[src/rpc_consts.vh]
// register offsets, field positions and reset values of the pointer block
`ifndef RPC_CONSTS_VH
`define RPC_CONSTS_VH
`define RPC_OFS_PTR_UPPER 4'h0
`define RPC_OFS_PTR_LOWER 4'h4
`define RPC_OFS_DATA 4'h8
`define RPC_OFS_SELECT 4'hC
`define RPC_ADR_CONFIG 6'h10
`define RPC_ADR_STATUS 6'h14
`define RPC_BIT_READ_DIR 7
`define RPC_BIT_STEP_EN 6
`define RPC_BIT_SW_RESET 7
`define RPC_BIT_CHAIN_EN 6
`define RPC_RST_UPPER 8'h00
`define RPC_RST_LOWER 8'h00
`define RPC_RST_CONFIG 8'h00
`define RPC_RST_SELECT 3'h0
`define RPC_SEL_TENT_ID 3'h0
`define RPC_SEL_NODE_ID 3'h1
`define RPC_SEL_SETUP1 3'h2
`define RPC_SEL_NEXT_ID 3'h3
`define RPC_SEL_SETUP2 3'h4
`endif

[src/rpc_ptr_step.v]
// buffer pointer counter with load and auto-step
`timescale 1ns/100ps
module rpc_ptr_step (
  input wire clk,
  input wire reset,
  input wire load_high,
  input wire load_low,
  input wire [7:0] load_data,
  input wire step,
  output reg [10:0] ptr
);
  always @(posedge clk) begin
    if (reset) begin
      ptr <= 11'h000;
    end else if (load_high) begin
      ptr <= {load_data[2:0], ptr[7:0]};
    end else if (load_low) begin
      ptr <= {ptr[10:8], load_data};
    end else if (step) begin
      ptr <= ptr + 11'h001;
    end
  end
endmodule // rpc_ptr_step

[src/rpc_regs.v]
// pointer, sub-address and configuration registers on wishbone
// Functional notes
// - direction bit picks read or write access
// - step enable advances pointer after access
// - upper pointer bits 2-0 give address 10-8
// - lower pointer gives address 7-0
// - select field chooses indirect register
// - reset bit starts soft reset, config kept
// - soft reset clears status, next id, diag
// - soft reset holds while bit is one
// - chain enable selects chaining mode
//
// Register access over Wishbone and the placing of the registers were left to the implementer.
`timescale 1ns/100ps
`include "rpc_consts.vh"
module rpc_regs (
  input wire clk,
  input wire reset,
  input wire cyc_i,
  input wire stb_i,
  input wire we_i,
  input wire [5:0] adr_i,
  input wire [3:0] sel_i,
  input wire [31:0] dat_i,
  output reg [31:0] dat_o,
  output reg ack_o,
  output reg err_o,
  output reg [10:0] ram_addr,
  output reg ram_we,
  output reg ram_re,
  output reg [7:0] ram_wdata,
  input wire [7:0] ram_rdata,
  output reg [2:0] indirect_sel,
  output reg indirect_reserved,
  output wire soft_reset,
  output wire chained_command_enable,
  output wire status_clear,
  output wire next_id_clear,
  output wire diag_clear
);
  reg [7:0] ram_pointer_upper;
  reg [7:0] device_configuration;
  reg sel_top;
  reg [7:0] rdata_hold;
  wire [10:0] ptr;
  wire req;
  wire wr;
  wire rd;
  wire hit_data;
  wire do_access;
  wire [2:0] sel_field;
  reg [31:0] next_dat;
  reg next_err;

  function [0:0] is_reserved;
    input [2:0] code;
    begin
      is_reserved = (code > `RPC_SEL_SETUP2);
    end
  endfunction

  assign req = cyc_i & stb_i & ~ack_o & ~err_o;
  assign wr = req & we_i & sel_i[0];
  assign rd = req & ~we_i;
  assign hit_data = (adr_i[5:2] == `RPC_OFS_DATA >> 2);
  // an access happens only when the bus we_i agrees with the direction bit
  assign do_access = req & hit_data &
    (ram_pointer_upper[`RPC_BIT_READ_DIR] ? ~we_i : we_i);
  assign sel_field = {sel_top, device_configuration[1:0]};

  assign soft_reset = device_configuration[`RPC_BIT_SW_RESET];
  assign chained_command_enable =
    device_configuration[`RPC_BIT_CHAIN_EN];
  assign status_clear = soft_reset;
  assign next_id_clear = soft_reset;
  assign diag_clear = soft_reset;

  rpc_ptr_step u_ptr (
    .clk(clk),
    .reset(reset),
    .load_high(wr && adr_i == {2'b00, `RPC_OFS_PTR_UPPER}),
    .load_low(wr && adr_i == {2'b00, `RPC_OFS_PTR_LOWER}),
    .load_data(dat_i[7:0]),
    .step(do_access & ram_pointer_upper[`RPC_BIT_STEP_EN]),
    .ptr(ptr)
  );

  // upper pointer, config and select; soft reset leaves these alone
  always @(posedge clk) begin
    if (reset) begin
      ram_pointer_upper <= `RPC_RST_UPPER;
      device_configuration <= `RPC_RST_CONFIG;
      sel_top <= 1'b0;
    end else if (wr) begin
      if (adr_i == {2'b00, `RPC_OFS_PTR_UPPER}) begin
        ram_pointer_upper <= dat_i[7:0];
      end
      if (adr_i == {2'b00, `RPC_OFS_SELECT}) begin
        sel_top <= dat_i[2];
        device_configuration[1:0] <= dat_i[1:0];
      end
      if (adr_i == `RPC_ADR_CONFIG) begin
        device_configuration <= dat_i[7:0];
        sel_top <= 1'b0;
      end
    end
  end

  // register read mux and unmapped decode
  always @* begin
    next_dat = 32'h00000000;
    next_err = 1'b0;
    case (adr_i)
      {2'b00, `RPC_OFS_PTR_UPPER}: next_dat[7:0] =
        {ram_pointer_upper[7:6], 3'b000, ptr[10:8]};
      {2'b00, `RPC_OFS_PTR_LOWER}: next_dat[7:0] = ptr[7:0];
      {2'b00, `RPC_OFS_DATA}: next_dat[7:0] = rdata_hold;
      {2'b00, `RPC_OFS_SELECT}: next_dat[7:0] = {5'b00000, sel_field};
      `RPC_ADR_CONFIG: next_dat[7:0] = device_configuration;
      `RPC_ADR_STATUS: next_dat[2:0] = {soft_reset,
        indirect_reserved, ram_pointer_upper[`RPC_BIT_READ_DIR]};
      default: next_err = 1'b1;
    endcase
  end

  always @(posedge clk) begin
    if (reset) begin
      ack_o <= 1'b0;
      err_o <= 1'b0;
      dat_o <= 32'h00000000;
      ram_addr <= 11'h000;
      ram_we <= 1'b0;
      ram_re <= 1'b0;
      ram_wdata <= 8'h00;
      rdata_hold <= 8'h00;
      indirect_sel <= `RPC_RST_SELECT;
      indirect_reserved <= 1'b0;
    end else begin
      ack_o <= req & ~next_err;
      err_o <= req & next_err;
      if (rd) begin
        dat_o <= next_dat;
      end
      ram_addr <= ptr;
      ram_we <= do_access & we_i;
      ram_re <= do_access & ~we_i;
      if (do_access & we_i) begin
        ram_wdata <= dat_i[7:0];
      end
      if (ram_re) begin
        rdata_hold <= ram_rdata;
      end
      indirect_sel <= sel_field;
      indirect_reserved <= is_reserved(sel_field);
    end
  end
endmodule // rpc_regs
[config.mk]
export PLATFORM = sky130hd
export DESIGN_NAME = rpc_regs
export DESIGN_NICKNAME = d
export VERILOG_FILES = /design/src/rpc_ptr_step.v /design/src/rpc_regs.v
export VERILOG_INCLUDE_DIRS = /design/src
export SDC_FILE = /design/constraint.sdc
export NUM_CORES = 1
export LEC_CHECK = 0
export BUFFER_PORTS_ARGS = -buffer_cell sky130_fd_sc_hd__buf_4
export CORE_ASPECT_RATIO = 0.75
export CORE_UTILIZATION = 49
export CTS_BUF_LIST = sky130_fd_sc_hd__clkbuf_4 sky130_fd_sc_hd__clkbuf_8 sky130_fd_sc_hd__clkbuf_16
export DETAILED_ROUTE_END_ITERATION = 10
export PLACE_DENSITY = 0.79
export SYNTH_ARGS = -nofsm -noshare
export SYNTH_HDL_FRONTEND = slang
export SYNTH_HIERARCHICAL = 1
export SYNTH_SLANG_ARGS = --single-unit
[constraint.sdc]
create_clock -name clk -period 4.2 [get_ports clk]
set_clock_uncertainty 0.05 [all_clocks]
set_input_delay 1.26 -clock clk [delete_from_list [all_inputs] [get_ports clk]]
set_output_delay 1.26 -clock clk [all_outputs]
set_load 0.01 [all_outputs]
==> results.txt <==
----------------------------------------------------
[Status]
  Run status ... finished, final reports clean

[Routing]
  Detailed-route DRC error count ... 0
  Detail-routed net length per standard cell ... 15.14 microns
  Initial DRC count ... 184
  Routed WL ... 6.996 mm
  Number of nets with antenna violations after routing ... 0
  Post-DR vias/cell ... 5.361
  Via count of the routed design ... 2477
  1st-pass router iterations ... 4

[Logic synthesis]
  Main flop type after synthesis ... sky130_fd_sc_hd__dfxtp_1
  Synth cell types ... 58
  Per-instance average area after synthesis ... 9.594 sq um
  Fraction of synthesized cell area taken by the top area cell type ... 42.52%
  FFs w/ async S/R, synth ... 0%
  Syn Inst Count ... 319
  Sequential fraction of the synthesis area ... 42.52%
  Most used standard cells in the synthesized netlist ... sky130_fd_sc_hd__dfxtp_1 (65), sky130_fd_sc_hd__nor2_1 (39), sky130_fd_sc_hd__mux2i_1 (33), sky130_fd_sc_hd__buf_4 (27), sky130_fd_sc_hd__nor2b_1 (13)
  Total of flip-flops plus latches after synthesis ... 65
  Largest cells by area after synthesis ... sky130_fd_sc_hd__dfxtp_1 (43%), sky130_fd_sc_hd__mux2i_1 (11%), sky130_fd_sc_hd__buf_4 (6.6%), sky130_fd_sc_hd__nor2_1 (4.8%), sky130_fd_sc_hd__nor2b_1 (2.7%)
  Number of warnings reported in the yosys synthesis log ... 6
  EDFF count, synth ... 0
  Mapped cell area ... 3060 sq um
  Post-synth top area cell ... sky130_fd_sc_hd__dfxtp_1
  Leading cell type by number of instances after synthesis ... sky130_fd_sc_hd__dfxtp_1

[Power]
  Reported leakage power ... 1.450 nW
  Maximum vdd drop ... 246.7 uV
  Ratio of total power to cell area ... 340.0 nW/um^2
  Overall power after layout ... 1.261 mW

[STA]
  Relative slew slack ... 57.15%
  Setup total negative slack ... 0 ns
  Setup violators final ... 0
  Transition at the pin with the smallest max-transition slack ... 0.6378 ns
  Hold Slack ... 0.4098 ns
  Final Hold Vio Count ... 0
  Clock period minus worst slack ... 3.417 ns
  Final period utilization ... 81.36%
  Number of max-slew violations in the final report ... 0
  Upper clock frequency limit ... 292.7 MHz
  Setup repair after global routing missed its margin ... no

[Die]
  Die boundary width ... 93.26 microns
  Die area ... 6569 sq um
  Vert. Die Dim ... 70.44 microns
  Starting density of the core ... 51.73%
  Core Footprint ... 5916 sq um
  Number of cell rows ... 24
  I/O Pins ... 119

[Critical path]
  CP max FO ... 6
  Critical Path Sink Type ... flop
  Cells traversed along the worst timing path ... buf_4 > or4_1 > nor3b_1 > nor3b_2 > o21bai_1 > nor4_1 > mux2_1 > nor3_1
  Largest incremental delay on the critical path ... 0.63 ns
  Startpoint types ... input pin
  Data required time at the worst endpoint ... 4.42 ns
  Classification of the worst setup path ... input pin to flop
  Slowest cell on crit path ... sky130_fd_sc_hd__or4_1
  CP arrival ... 3.63 ns

[Final layout]
  Area used by multi-input combinational logic ... 1546 sq um
  Finished Core Util ... 62.69%
  Sequential cell area in the final layout ... 1301 sq um
  Layout cells sized above 1 ... 26.30%
  Number of fill cells ... 500
  Total number of nets in the final design ... 435
  Antenna fix cells ... 0
  Finished Cell Area ... 3709 sq um
  Layout-stage area growth over the synthesis result ... 21.18%

[Place]
  Final weighted congestion in routability-driven placement ... 0.8888
  Placed wire-length estimate ... 5.055 mm
  Placed inst area ... 3493 sq um
  # port buffers ... 67

[GRT]
  Overall global routing resource usage ... 22.87%
  Wire length of the first global-routing pass ... 11.44 mm
  Number of antenna violations at the first check in global routing ... 0
  Via count of the first global-routing pass ... 2303
  Largest net degree at the start of global routing ... 64
  Total grt overflow ... 0

[Clock network]
  TritonCTS buffer count ... 9
  Clock tree from TritonCTS ... yes
  Number of levels the H-tree was split into ... 3
  Number of hold-repair buffers added at the cts stage ... 0
  Root Buffer ... sky130_fd_sc_hd__clkbuf_8
  Latest clock arrival within the worst-skew pair ... 0.35 ns
  Number of buffers inserted by post-CTS setup repair ... 0
  Number of clock sinks seen by CTS ... 65
  Max Buffers Root-to-Sink ... 2
  Clock-pin slew on the worst setup and hold paths ... 0.07 ns
  Post_cts resized ... 0

[Worst hold path]
  Tightest Hold Check Type ... flop to flop

[Flow run]
  Total of max-cap violations ... 0

----------------------------------------------------
==> where the power goes <==
group | leakage [nW] | internal [mW] | switching, mW
Clock | 0.114 | 0.335 | 0.231
Combinational | 0.813 | 0.0279 | 0.0485
Sequential | 0.524 | 0.618 | 0.000934
Total | 1.45 | 0.981 | 0.280
==> final timing paths <==
path / startpoint / end / slack [ns] / cells past startpoint
worst min-delay path: dat_o[1] / dat_o[1] / 0.41 / 2
worst max register to register: err_o / u_ptr/ptr[7] / 1.80 / 6
worst max-delay path: adr_i[1] / u_ptr/ptr[7] / 0.78 / 8
worst min register to register: dat_o[1] / dat_o[1] / 0.41 / 2
==> final cells by class <==
cell class	instances	share of cell area [%]
Clock inverter	2	0.9447
Tap cell	78	2.632
Timing Repair Buffer	70	14.17
Inverter	6	0.6073
Multi-Input combinational cell	227	41.70
Clock buffer	14	4.858
Sequential cell	65	35.09
==> registers in the layout, summed over array words and instances (netlist names) <==
signal                flops
rdata_hold                8
dat_o                     8
ram_wdata                 8
ram_pointer_upper         2
device_configuration      8
err_o                     1
ram_re                    1
indirect_sel              3
ram_we                    1
ack_o                     1
indirect_reserved         1
u_ptr/ptr                11
ram_addr                 11
sel_top                   1
==> cell families (layout without fill, tap and decap cells) <==
family	count (synthesis)	count (layout)	synth area share, %
adders and majority gates	2	2	0.7358
other	1	24	0.1225
muxes	34	34	11.16
xor gates and xnor gates	4	4	1.145
DFF	65	65	42.52
buffers and inverters	50	92	9.934
AOI/OAI and AO/OA	51	51	13.29
and+or+nand+nor	112	112	21.10
==> layer usage <==
metal	GRT usage (%)	wire, microns
met4	6.667	55
met3	7.952	516
met1	31.49	3232
met2	33.58	3192
met5	0	0
==> placed cells by master, fill, tap and decap left out, types with 2 or more instances in the layout <==
cell	n
sky130_fd_sc_hd__a211oi_1	7
sky130_fd_sc_hd__a211oi_2	2
sky130_fd_sc_hd__a21oi_1	10
sky130_fd_sc_hd__a221oi_1	2
sky130_fd_sc_hd__a222oi_1	3
sky130_fd_sc_hd__buf_4	70
sky130_fd_sc_hd__clkbuf_4	2
sky130_fd_sc_hd__clkbuf_8	12
sky130_fd_sc_hd__conb_1	24
sky130_fd_sc_hd__dfxtp_1	65
sky130_fd_sc_hd__inv_1	6
sky130_fd_sc_hd__mux2i_1	33
sky130_fd_sc_hd__nand2_1	10
sky130_fd_sc_hd__nand2b_1	6
sky130_fd_sc_hd__nand3b_1	5
sky130_fd_sc_hd__nor2_1	39
sky130_fd_sc_hd__nor2b_1	13
sky130_fd_sc_hd__nor3_1	9
sky130_fd_sc_hd__nor3b_1	4
sky130_fd_sc_hd__nor4_1	4
sky130_fd_sc_hd__nor4_2	3
sky130_fd_sc_hd__o21ai_1	2
sky130_fd_sc_hd__o21bai_1	3
sky130_fd_sc_hd__o2bb2ai_1	5
sky130_fd_sc_hd__o31ai_1	4
sky130_fd_sc_hd__or3_1	2
sky130_fd_sc_hd__or3b_2	2
sky130_fd_sc_hd__or4_1	3
sky130_fd_sc_hd__or4b_1	2
sky130_fd_sc_hd__xnor2_1	3
==> stage by stage <==
| step | cells | worst slack, ns |
|---|---|---|
| detailed placement | 446 | 0.4750 |
| CTS | 462 | 0.8373 |
| finish | 462 | 0.7831 |
| global placement | 446 | 0.4954 |
| global route | 462 | 0.5649 |
| floorplan | 342 | 0.6097 |
==> critical path: cells and delay by family <==
kind,cells,cell delay (ns)
simple gates,5,1.68
mux,1,0.37
compound gates,1,0.19
buf+inv,1,0.13
Note: power is estimated with default switching activity, not from simulation.
